## src/rtl/sseirq_map.vh

```
/*
  Constants for the supply switchover and supply event interrupt block:
  register indices, field positions, reset values and timing counts.
  Assumes a 200 MHz core clock and an APB slave with one word per index.
*/
// Operation
// RULE1: restore only when all enabled triggers false
// RULE2: restore about 130 ms after conditions hold
// RULE3: force pin must be high to restore
// RULE4: global supply interrupt enable, off at reset
// RULE5: one shared request, event enable selects
// RULE6: flags latched until software writes them
// RULE7: main-to-battery sets to-battery flag
// RULE8: battery-to-main sets restore flag
// RULE9: flags set whatever the enables
// RULE10: writing 0 clears a flag, nothing else
// RULE11: status bit 6 high while on main
// RULE12: dc-low flag at least 10 ns after crossing
// RULE13: sag flag after programmed line cycles below
// RULE14: main-low trigger switches after 10 ns min
// RULE15: dc trigger switches about 30 ms later
// RULE16: select 01 adds dc trigger, default off
// RULE17: config bit 1 disables switchover entirely
// RULE18: force pin falling edge switches to battery
// RULE19: fixed bit positions in enable and flags
// RULE20: request is global AND any enabled flag
`ifndef SSEIRQ_MAP_VH
`define SSEIRQ_MAP_VH

// register indices, byte address is four times the index
`define SSE_IDX_IRQ_EN_PRIO 8'hA9
`define SSE_IDX_EVT_EN      8'hEC
`define SSE_IDX_EVT_FLAGS   8'hF8
`define SSE_IDX_PERIPHERAL_CONFIG_CFG  8'hF4
`define SSE_IDX_SWO_CFG     8'hF5
`define SSE_IDX_PIN_CFG     8'hFF
`define SSE_IDX_SAG_CYC     8'hE0

// field positions
`define SSE_BIT_RESTORE   7
`define SSE_BIT_SUMMARY   6
`define SSE_BIT_SAG       5
`define SSE_BIT_TO_BATT   1
`define SSE_BIT_DC_LOW    0
`define SSE_BIT_GLOBAL_EN 1
`define SSE_BIT_RAIL_SRC  6
`define SSE_BIT_SWO_DIS   1

// implemented bits and reset values
`define SSE_EVT_MASK      8'hA3
`define SSE_IEP_MASK      8'h5F
`define SSE_RST_BYTE      8'h00
`define SSE_RST_SAG_CYC   8'h03
`define SSE_SEL_DC        2'h1
`define SSE_PIN_FORCE     2'h1

// timing, figures in their own units, counts derived
`define SSE_CLK_KHZ        200000
`define SSE_T_RESTORE_MS   130
`define SSE_T_DC_SWITCH_MS 30
`define SSE_T_MIN_NS       10
`define SSE_CYC_RESTORE    (`SSE_T_RESTORE_MS * `SSE_CLK_KHZ)
`define SSE_CYC_DC_SWITCH  (`SSE_T_DC_SWITCH_MS * `SSE_CLK_KHZ)
`define SSE_CYC_MIN        ((`SSE_T_MIN_NS * `SSE_CLK_KHZ + 999999) / 1000000)

`endif

```

## src/rtl/sseirq_top.v

```verilog
/*
  Supply switchover decision and supply event interrupt logic.
  Holds the APB register file, the rail source state machine, event
  flags and the shared interrupt request.
  Assumes comparator and pin inputs already synchronous to pclk, and a
  sag detector that flags each line cycle spent below the threshold.
*/
`timescale 1ns/1ps
`default_nettype none
`include "sseirq_map.vh"

module sseirq_top #(
  parameter integer ADDR_W        = 12,
  parameter integer T_RESTORE_CYC = `SSE_CYC_RESTORE,
  parameter integer T_DC_CYC      = `SSE_CYC_DC_SWITCH,
  parameter integer LONG_W        = 25
) (
  // clock and reset
  input  wire              pclk,
  input  wire              presetn,
  // apb slave
  input  wire              psel,
  input  wire              penable,
  input  wire              pwrite,
  input  wire [ADDR_W-1:0] paddr,
  input  wire [31:0]       pwdata,
  output reg  [31:0]       prdata,
  output reg               pready,
  output reg               pslverr,
  // supply comparators, high while above threshold
  input  wire              main_supply_ok,
  input  wire              dc_monitor_input_ok,
  // sag detector
  input  wire              sag_below,
  input  wire              line_cycle_tick,
  // external force pin
  input  wire              battery_force_pin,
  // rail switch and core interrupt
  output wire              switched_rail_on_main,
  output reg               supply_irq_r
);

  localparam [1:0] ST_MAIN = 2'h1;
  localparam [1:0] ST_BATT = 2'h2;
  localparam integer ST_MAIN_B = 0;

  // software visible state
  reg  [7:0] irq_en_prio_r;
  reg  [7:0] evt_en_r;
  reg  [1:0] src_sel_r;
  reg  [1:0] pin_cfg_r;
  reg  [7:0] sag_cyc_r;

  // rail state and helpers
  reg  [1:0] st_r;
  reg  [1:0] st_nxt;
  reg        force_prev_r;
  reg  [7:0] sag_cnt_r;
  reg        sag_done_r;

  // register bus decode
  reg  [31:0] rd_data;
  reg         hit;
  wire [7:0]  idx;
  wire        high_ok;
  wire        access;
  wire        commit;
  wire        wr;

  // event wiring
  reg  [7:0] flag_set;
  wire [7:0] flag_clr;
  wire [7:0] flag_q;
  wire [7:0] flag_rd;
  wire       pending;

  // qualified conditions
  wire main_low_q;
  wire dc_low_q;
  wire dc_long_q;
  wire restore_q;

  // decoded control
  wire swo_dis;
  wire main_trig_en;
  wire dc_trig_en;
  wire pin_en;
  wire force_fall;
  wire restore_cond;
  wire go_batt;
  wire ev_to_batt;
  wire ev_restore;
  wire sag_hit;

  //--------------------------------------------------------------
  // configuration decode
  //--------------------------------------------------------------

  // bit 1 of the select field doubles as the disable
  assign swo_dis      = src_sel_r[`SSE_BIT_SWO_DIS];      // RULE17
  assign main_trig_en = !swo_dis;                         // RULE16
  assign dc_trig_en   = (src_sel_r == `SSE_SEL_DC);       // RULE16
  assign pin_en       = (pin_cfg_r == `SSE_PIN_FORCE);

  // force pin edge, reset high so release is no false edge
  always @(posedge pclk or negedge presetn) begin
    if (!presetn) begin
      force_prev_r <= 1'b1;
    end else begin
      force_prev_r <= battery_force_pin;
    end
  end

  assign force_fall = pin_en && force_prev_r && !battery_force_pin; // RULE18

  //--------------------------------------------------------------
  // comparator qualification
  //--------------------------------------------------------------

  // short filter keeps a glitch from switching the rail
  sseirq_qual #(
    .CYCLES (`SSE_CYC_MIN),
    .CNT_W  (2)
  ) u_main_low (
    .pclk    (pclk),
    .presetn (presetn),
    .cond    (!main_supply_ok),
    .held    (main_low_q)
  ); // RULE14

  // same floor delay for the dc-low flag
  sseirq_qual #(
    .CYCLES (`SSE_CYC_MIN),
    .CNT_W  (2)
  ) u_dc_low (
    .pclk    (pclk),
    .presetn (presetn),
    .cond    (!dc_monitor_input_ok),
    .held    (dc_low_q)
  ); // RULE12

  // dc switchover waits out the long delay
  sseirq_qual #(
    .CYCLES (T_DC_CYC),
    .CNT_W  (LONG_W)
  ) u_dc_long (
    .pclk    (pclk),
    .presetn (presetn),
    .cond    (dc_trig_en && !dc_monitor_input_ok),
    .held    (dc_long_q)
  ); // RULE15

  // restore needs every enabled trigger cleared
  assign restore_cond = (st_r == ST_BATT)
                     && main_supply_ok
                     && (!dc_trig_en || dc_monitor_input_ok)
                     && (!pin_en || battery_force_pin); // RULE1 RULE3

  // a dip during the wait restarts the full delay
  sseirq_qual #(
    .CYCLES (T_RESTORE_CYC),
    .CNT_W  (LONG_W)
  ) u_restore (
    .pclk    (pclk),
    .presetn (presetn),
    .cond    (restore_cond),
    .held    (restore_q)
  ); // RULE2

  //--------------------------------------------------------------
  // rail source state machine
  //--------------------------------------------------------------

  assign go_batt = (main_trig_en && main_low_q)           // RULE14
                || dc_long_q                              // RULE15
                || force_fall;                            // RULE18

  // next state
  always @* begin
    st_nxt = st_r;
    case (st_r)
      ST_MAIN: begin
        if (!swo_dis && go_batt) begin
          st_nxt = ST_BATT;
        end
      end
      ST_BATT: begin
        if (swo_dis || restore_q) begin
          st_nxt = ST_MAIN; // RULE1 RULE17
        end
      end
      default: begin
        st_nxt = ST_MAIN;
      end
    endcase
  end

  // state register, powers up on the main supply
  always @(posedge pclk or negedge presetn) begin
    if (!presetn) begin
      st_r <= ST_MAIN;
    end else begin
      st_r <= st_nxt;
    end
  end

  assign switched_rail_on_main = st_r[ST_MAIN_B];
  assign ev_to_batt = (st_r == ST_MAIN) && (st_nxt == ST_BATT); // RULE7
  assign ev_restore = (st_r == ST_BATT) && (st_nxt == ST_MAIN); // RULE8

  //--------------------------------------------------------------
  // sag persistence counter
  //--------------------------------------------------------------

  // fires once per sag; a recovered line rearms it
  assign sag_hit = line_cycle_tick && sag_below && !sag_done_r
                && ((sag_cnt_r + 8'h01) >= sag_cyc_r);

  always @(posedge pclk or negedge presetn) begin
    if (!presetn) begin
      sag_cnt_r  <= 8'h00;
      sag_done_r <= 1'b0;
    end else if (!sag_below) begin
      sag_cnt_r  <= 8'h00;
      sag_done_r <= 1'b0;
    end else if (line_cycle_tick && !sag_done_r) begin
      sag_cnt_r  <= sag_cnt_r + 8'h01;
      sag_done_r <= sag_hit; // RULE13
    end
  end

  //--------------------------------------------------------------
  // event flags
  //--------------------------------------------------------------

  // set strobes, independent of any enable
  always @* begin
    flag_set = 8'h00;
    flag_set[`SSE_BIT_RESTORE] = ev_restore;  // RULE8 RULE9
    flag_set[`SSE_BIT_TO_BATT] = ev_to_batt;  // RULE7 RULE9
    flag_set[`SSE_BIT_SAG]     = sag_hit;     // RULE13
    flag_set[`SSE_BIT_DC_LOW]  = dc_low_q;    // RULE12
  end

  // only a written zero clears, writing one leaves a flag alone
  assign flag_clr = (wr && idx == `SSE_IDX_EVT_FLAGS)
                  ? ~pwdata[7:0] : 8'h00; // RULE10

  genvar i;
  generate
    for (i = 0; i < 8; i = i + 1) begin : g_flag
      if (((`SSE_EVT_MASK >> i) & 1) != 0) begin : g_imp
        sseirq_flag u_flag (
          .pclk    (pclk),
          .presetn (presetn),
          .set     (flag_set[i]),
          .clr     (flag_clr[i]),
          .flag_r  (flag_q[i])
        ); // RULE6 RULE19
      end else begin : g_rsv
        assign flag_q[i] = 1'b0;
      end
    end
  endgenerate

  // summary bit shows any flag that would request
  assign pending = |(flag_q & evt_en_r);                  // RULE5
  assign flag_rd = flag_q | ({7'h00, pending} << `SSE_BIT_SUMMARY); // RULE19

  // shared request, registered so the output is a flop
  always @(posedge pclk or negedge presetn) begin
    if (!presetn) begin
      supply_irq_r <= 1'b0;
    end else begin
      supply_irq_r <= irq_en_prio_r[`SSE_BIT_GLOBAL_EN] && pending; // RULE20 RULE4
    end
  end

  //--------------------------------------------------------------
  // apb slave
  //--------------------------------------------------------------

  // one wait state buys registered read data
  assign idx     = paddr[9:2];
  assign high_ok = (paddr[ADDR_W-1:10] == {(ADDR_W-10){1'b0}})
                && (paddr[1:0] == 2'h0);
  assign access  = psel && penable;
  assign commit  = access && pready;
  assign wr      = commit && pwrite && hit;

  // read mux and address hit
  always @* begin
    rd_data = 32'h00000000;
    hit     = high_ok;
    if (idx == `SSE_IDX_IRQ_EN_PRIO) begin
      rd_data[7:0] = irq_en_prio_r;
    end else if (idx == `SSE_IDX_EVT_EN) begin
      rd_data[7:0] = evt_en_r;
    end else if (idx == `SSE_IDX_EVT_FLAGS) begin
      rd_data[7:0] = flag_rd;
    end else if (idx == `SSE_IDX_PERIPHERAL_CONFIG_CFG) begin
      rd_data[`SSE_BIT_RAIL_SRC] = switched_rail_on_main; // RULE11
    end else if (idx == `SSE_IDX_SWO_CFG) begin
      rd_data[1:0] = src_sel_r;
    end else if (idx == `SSE_IDX_PIN_CFG) begin
      rd_data[1:0] = pin_cfg_r;
    end else if (idx == `SSE_IDX_SAG_CYC) begin
      rd_data[7:0] = sag_cyc_r;
    end else begin
      hit = 1'b0;
    end
  end

  // handshake: ready on the second access cycle
  always @(posedge pclk or negedge presetn) begin
    if (!presetn) begin
      pready  <= 1'b0;
      pslverr <= 1'b0;
      prdata  <= 32'h00000000;
    end else if (access && !pready) begin
      pready  <= 1'b1;
      pslverr <= !hit;
      prdata  <= pwrite ? 32'h00000000 : rd_data;
    end else begin
      pready  <= 1'b0;
      pslverr <= 1'b0;
    end
  end

  // register writes take effect at the completing edge
  always @(posedge pclk or negedge presetn) begin
    if (!presetn) begin
      irq_en_prio_r <= `SSE_RST_BYTE;   // RULE4
      evt_en_r      <= `SSE_RST_BYTE;
      src_sel_r     <= 2'h0;            // RULE16
      pin_cfg_r     <= 2'h0;
      sag_cyc_r     <= `SSE_RST_SAG_CYC;
    end else if (wr) begin
      if (idx == `SSE_IDX_IRQ_EN_PRIO) begin
        irq_en_prio_r <= pwdata[7:0] & `SSE_IEP_MASK;
      end else if (idx == `SSE_IDX_EVT_EN) begin
        evt_en_r <= pwdata[7:0] & `SSE_EVT_MASK; // RULE5 RULE19
      end else if (idx == `SSE_IDX_SWO_CFG) begin
        src_sel_r <= pwdata[1:0];
      end else if (idx == `SSE_IDX_PIN_CFG) begin
        pin_cfg_r <= pwdata[1:0];
      end else if (idx == `SSE_IDX_SAG_CYC) begin
        sag_cyc_r <= pwdata[7:0];
      end
    end
  end

endmodule

`default_nettype wire

```

## src/rtl/sseirq_qual.v

```verilog
/*
  Persistence qualifier: output goes high once the condition has held
  for a set number of consecutive clocks, and drops one clock after it
  falls. Assumes a synchronous condition input.
*/
`timescale 1ns/1ps
`default_nettype none

module sseirq_qual #(
  parameter integer CYCLES = 2,
  parameter integer CNT_W  = 2
) (
  // clock and reset
  input  wire pclk,
  input  wire presetn,
  // condition and result
  input  wire cond,
  output wire held
);

  localparam [CNT_W-1:0] LIM  = CYCLES[CNT_W-1:0];
  localparam [CNT_W-1:0] ZERO = {CNT_W{1'b0}};
  localparam [CNT_W-1:0] ONE  = {{(CNT_W-1){1'b0}}, 1'b1};

  reg [CNT_W-1:0] cnt_r;

  // saturating count so a long condition never wraps back to low
  always @(posedge pclk or negedge presetn) begin
    if (!presetn) begin
      cnt_r <= ZERO;
    end else if (!cond) begin
      cnt_r <= ZERO;
    end else if (cnt_r != LIM) begin
      cnt_r <= cnt_r + ONE;
    end
  end

  assign held = (cnt_r == LIM);

endmodule

`default_nettype wire

```

## src/rtl/sseirq_flag.v

```verilog
/*
  Sticky event flag: set by hardware, cleared by software.
  Assumes set and clear are synchronous one-clock strobes.
*/
`timescale 1ns/1ps
`default_nettype none

module sseirq_flag (
  // clock and reset
  input  wire pclk,
  input  wire presetn,
  // set and clear strobes
  input  wire set,
  input  wire clr,
  // latched state
  output reg  flag_r
);

  // set beats clear so an event in the clearing cycle survives
  always @(posedge pclk or negedge presetn) begin
    if (!presetn) begin
      flag_r <= 1'b0;
    end else if (set) begin
      flag_r <= 1'b1;
    end else if (clr) begin
      flag_r <= 1'b0;
    end
  end

endmodule

`default_nettype wire

```

## config.mk

```make
export PLATFORM = sky130hd
export DESIGN_NAME = sseirq_top
export DESIGN_NICKNAME = d
export VERILOG_FILES = /design/src/rtl/sseirq_top.v /design/src/rtl/sseirq_qual.v /design/src/rtl/sseirq_flag.v
export VERILOG_INCLUDE_DIRS = /design/src /design/src/rtl
export SDC_FILE = /design/constraint.sdc
export NUM_CORES = 1
export LEC_CHECK = 0
export BUFFER_PORTS_ARGS = -buffer_cell sky130_fd_sc_hd__clkbuf_2
export CAP_MARGIN = 20
export CORE_ASPECT_RATIO = 0.75
export CORE_MARGIN = 4
export CORE_UTILIZATION = 62
export CTS_CLUSTER_SIZE = 14
export DETAILED_ROUTE_END_ITERATION = 6
export GPL_ROUTABILITY_DRIVEN = 0
export PLACE_DENSITY = 0.84
export SYNTH_ARGS = -nofsm -noshare
export SYNTH_HDL_FRONTEND = slang
export SYNTH_SLANG_ARGS = --single-unit
```

## constraint.sdc

```tcl
create_clock -name pclk -period 3.2 [get_ports pclk]
set_clock_uncertainty 0.15 [all_clocks]
set_input_delay 0.64 -clock pclk [delete_from_list [all_inputs] [get_ports pclk]]
set_output_delay 0.64 -clock pclk [all_outputs]
set_load 0.02 [all_outputs]
```

==> metrics.json <==
{
  "flow_run": {
    "maxCapViolCount": 0
  },
  "cts": {
    "ctsHtreeMaxLevel": 3,
    "clk_pin_slew_ns": 0.07,
    "cts_sinks": 103,
    "post-cts-setup-buffers": 0,
    "cts.path.max_buffers": 2,
    "tritoncts_clock_tree": "built",
    "number_of_buffers_created_by_cts": 9,
    "clock_latency_ns": 0.35,
    "post_cts_resized": 0,
    "cts_hold_repair.buffers": 0,
    "ctsRootBufferMaster": "sky130_fd_sc_hd__clkbuf_16"
  },
  "detailed_routing": {
    "detailroute.via_count": 4438,
    "antenna_left": 0,
    "drt_drc_violations_left": 0,
    "wire_per_inst_um": 16.3,
    "via_per_inst": 5.87,
    "drt_iter0_drc": 418,
    "drt-total-wl_mm": 12.3,
    "detailedRoute.firstPassIterationCount": 5
  },
  "timing": {
    "slew-limit-headroom_pct": 54.0,
    "finalHoldWorstSlack_ns": 0.186,
    "worstMarginPinSlew_ns": 0.690,
    "total_negative_slack_for_setup_checks_ns": 0,
    "fmax_mhz": 429,
    "rsz_0062_raised_after_global_routing": "no",
    "total_count_of_hold_check_failures_in_the_final_report": 0,
    "fin_crit_ns": 2.33,
    "maxSlewViolCount": 0,
    "timing.final.crit_share_pct": 72.8,
    "setup_violations": 0,
    "setup_ws_ns": 0.869
  },
  "logic_synthesis": {
    "synth_async_sr_flop_share_pct": 100,
    "post_synth_and_or_nand_nor_area_fraction_pct": 24.4,
    "yosysTopAreaCell": "sky130_fd_sc_hd__dfrtp_1",
    "syn_area_per_cell_um2": 9.85,
    "synth_most_common_cell": "sky130_fd_sc_hd__dfrtp_1",
    "synth_edf_count": 0,
    "synth_top_family_by_area": "simple AND/OR/NAND/NOR gates",
    "synth.top_cell.area_share_pct": 42.9,
    "ys.flop_type": "sky130_fd_sc_hd__dfrtp_1",
    "number_of_distinct_library_cells_after_synthesis": 68,
    "netlist_instances": 586,
    "post_synth_main_area_contributors": "sky130_fd_sc_hd__dfrtp_1 43%, sky130_fd_sc_hd__xor2_1 6.5%, sky130_fd_sc_hd__nor2_1 4.4%",
    "synth_compound_area_share_pct": 7.89,
    "synth_xor_area_share_pct": 8.80,
    "yosys_register_bits": 103,
    "synthAdderAreaFrac_pct": 3.69,
    "synth.yosys.seq_area_share_pct": 44.8,
    "synth_mux_area_share_pct": 4.60,
    "yosysWarningCount": 0,
    "synthTopCellsByCount": "99 x sky130_fd_sc_hd__dfrtp_1, 67 x sky130_fd_sc_hd__nor2_1, 45 x sky130_fd_sc_hd__nand2_1",
    "synthesis.area_um2": 5770
  },
  "floorplanning": {
    "floorplan.die.height_um": 91.6,
    "floorplan.initialDensity_pct": 63.8,
    "ios": 90,
    "num_rows": 30,
    "die_area_um2": 10900,
    "design.core.area_um2": 9050,
    "die_width_um": 119
  },
  "grt": {
    "number_of_antenna_violations_at_the_first_check_in_global_routing": 0,
    "grt_start_max_net_pins": 56,
    "grt.total_usage_pct": 23.6,
    "grt_remaining_overflow": 0,
    "grt_pass1_wl_mm": 21.1,
    "number_of_global_route_vias_before_repair": 4359
  },
  "worst_setup_path": {
    "crit_arrival_ns": 2.47,
    "crit_fanout": 6,
    "critPathCaptureType": "flip-flop",
    "crit_type": "reg -> reg",
    "critPathRequiredTime_ns": 3.34,
    "critical_path.startpoint_type": "flip-flop"
  },
  "cells_and_area": {
    "flow.area_growth_from_synthesis_pct": 9.13,
    "design_area_um2": 6300,
    "layout-drive-gt1-share_pct": 16.7,
    "diode_count": 0,
    "nets": 694
  },
  "pwr": {
    "total_power_after_layout_uw": 3000,
    "static-leakage-power_uw": 0.00281,
    "power_density_nw_per_um2": 476,
    "maximum_vdd_drop_mv": 0.333
  },
  "worst_hold_path": {
    "holdCritPathClass": "in -> async"
  },
  "run_status": {
    "result_of_the_run": "finished, final reports clean"
  },
  "placed_design": {
    "post-dp-hpwl_mm": 8.74,
    "post_dp_cell_area_um2": 5990,
    "portBuffers": 41,
    "place_ws_ns": 0.720
  }
}
## cell families after synthesis
group,Yosys count
multiplexers,23
flip-flops,103
other,1
AND/OR/NAND/NOR,255
AO/OA/AOI/OAI,69
adder cells (fa/ha/maj),17
buffers and inverters,60
XOR/XNOR,58
## where the power goes
part,internal (µW),switching [µW]
Combinational,169,290
Clock,616,508
Sequential,1360,54.0
Total,2150,851
## registers in the layout, indices dropped and copies added (netlist names)
name                        count
evt_en_r                        4
force_prev_r                    1
g_flag.g_imp.u_flag.flag_r      4
irq_en_prio_r                   6
pin_cfg_r                       2
prdata                          8
pready                          1
pslverr                         1
sag_cnt_r                       8
sag_cyc_r                       8
sag_done_r                      1
src_sel_r                       2
st_r                            2
supply_irq_r                    1
u_dc_long.cnt_r                25
u_dc_low.cnt_r                  2
u_main_low.cnt_r                2
u_restore.cnt_r                25
## area by class of cell
type / instances / area (µm²)
clock inverters: 7 / 82.6
repair buffers: 45 / 238
well taps: 128 / 160
clock buffers: 9 / 225
multi-input cells: 446 / 2940
flip-flops and latches: 103 / 2580
inverters: 18 / 67.6
fillers: 658 / 2750
## metal layers
metal | vias up | global-route usage [%] | part of all wire, %
met5 | - | 0 | 0
met4 | 0 | 5.62 | 1.1
met3 | 16 | 6.79 | 6.6
met2 | 141 | 37.0 | 47
met1 | 2180 | 32.6 | 45
li1 | 2101 | - | -
## through the flow
stage	utilization, %	instances
after CTS	69.6	756
after global routing	69.6	756
final	69.6	756
after detailed placement	66.2	740
after global placement	66.2	740
after floorplan	-	609
## critical path: stages, from the launching register on
cell,delay [ns]
sky130_fd_sc_hd__dfrtp_1,0.44
sky130_fd_sc_hd__nor4b_1,0.49
sky130_fd_sc_hd__and4_1,0.38
sky130_fd_sc_hd__nand2_1,0.15
sky130_fd_sc_hd__o311ai_0,0.46
sky130_fd_sc_hd__a21bo_2,0.20
## placed cells by master, fill, tap and decap left out, types with 3 or more instances in the layout
master,instances
sky130_fd_sc_hd__nor2b_1,4
sky130_fd_sc_hd__nand2_1,45
sky130_fd_sc_hd__nand3_1,28
sky130_fd_sc_hd__nor2_1,67
sky130_fd_sc_hd__xor2_1,43
sky130_fd_sc_hd__a31oi_1,3
sky130_fd_sc_hd__and4_1,8
sky130_fd_sc_hd__nor3_1,9
sky130_fd_sc_hd__mux2_2,20
sky130_fd_sc_hd__ha_1,17
sky130_fd_sc_hd__clkinv_4,3
sky130_fd_sc_hd__nand4_1,21
sky130_fd_sc_hd__and2_1,8
sky130_fd_sc_hd__dfrtp_1,99
sky130_fd_sc_hd__or3b_2,3
sky130_fd_sc_hd__dfstp_2,4
sky130_fd_sc_hd__nor4b_1,7
sky130_fd_sc_hd__xnor2_1,15
sky130_fd_sc_hd__and3_1,16
sky130_fd_sc_hd__o21ai_0,15
sky130_fd_sc_hd__clkbuf_16,9
sky130_fd_sc_hd__a21boi_0,4
sky130_fd_sc_hd__clkbuf_2,40
sky130_fd_sc_hd__buf_4,5
sky130_fd_sc_hd__a21oi_1,15
sky130_fd_sc_hd__nor4_1,5
sky130_fd_sc_hd__or3_1,3
sky130_fd_sc_hd__nand4b_1,3
sky130_fd_sc_hd__o211ai_1,3
sky130_fd_sc_hd__nand2b_1,6
sky130_fd_sc_hd__a21o_1,3
sky130_fd_sc_hd__inv_1,18
sky130_fd_sc_hd__conb_1,24
sky130_fd_sc_hd__a22oi_1,6
## path summary, 6_finish.rpt
kind	start	end	slack [ns]	cells past startpoint
setup / recovery	u_dc_long.cnt_r[13]	g_flag[1].g_imp.u_flag.flag_r	0.87	5
hold / removal	presetn	u_dc_long.cnt_r[13]	0.19	1
setup reg to reg	u_dc_long.cnt_r[13]	g_flag[1].g_imp.u_flag.flag_r	0.87	5
hold reg to reg	prdata[3]	prdata[3]	0.34	2
max in group asynchronous	presetn	prdata[2]	1.89	2
min in group pclk	battery_force_pin	force_prev_r	0.26	1
(Power assumes the default switching activity.)
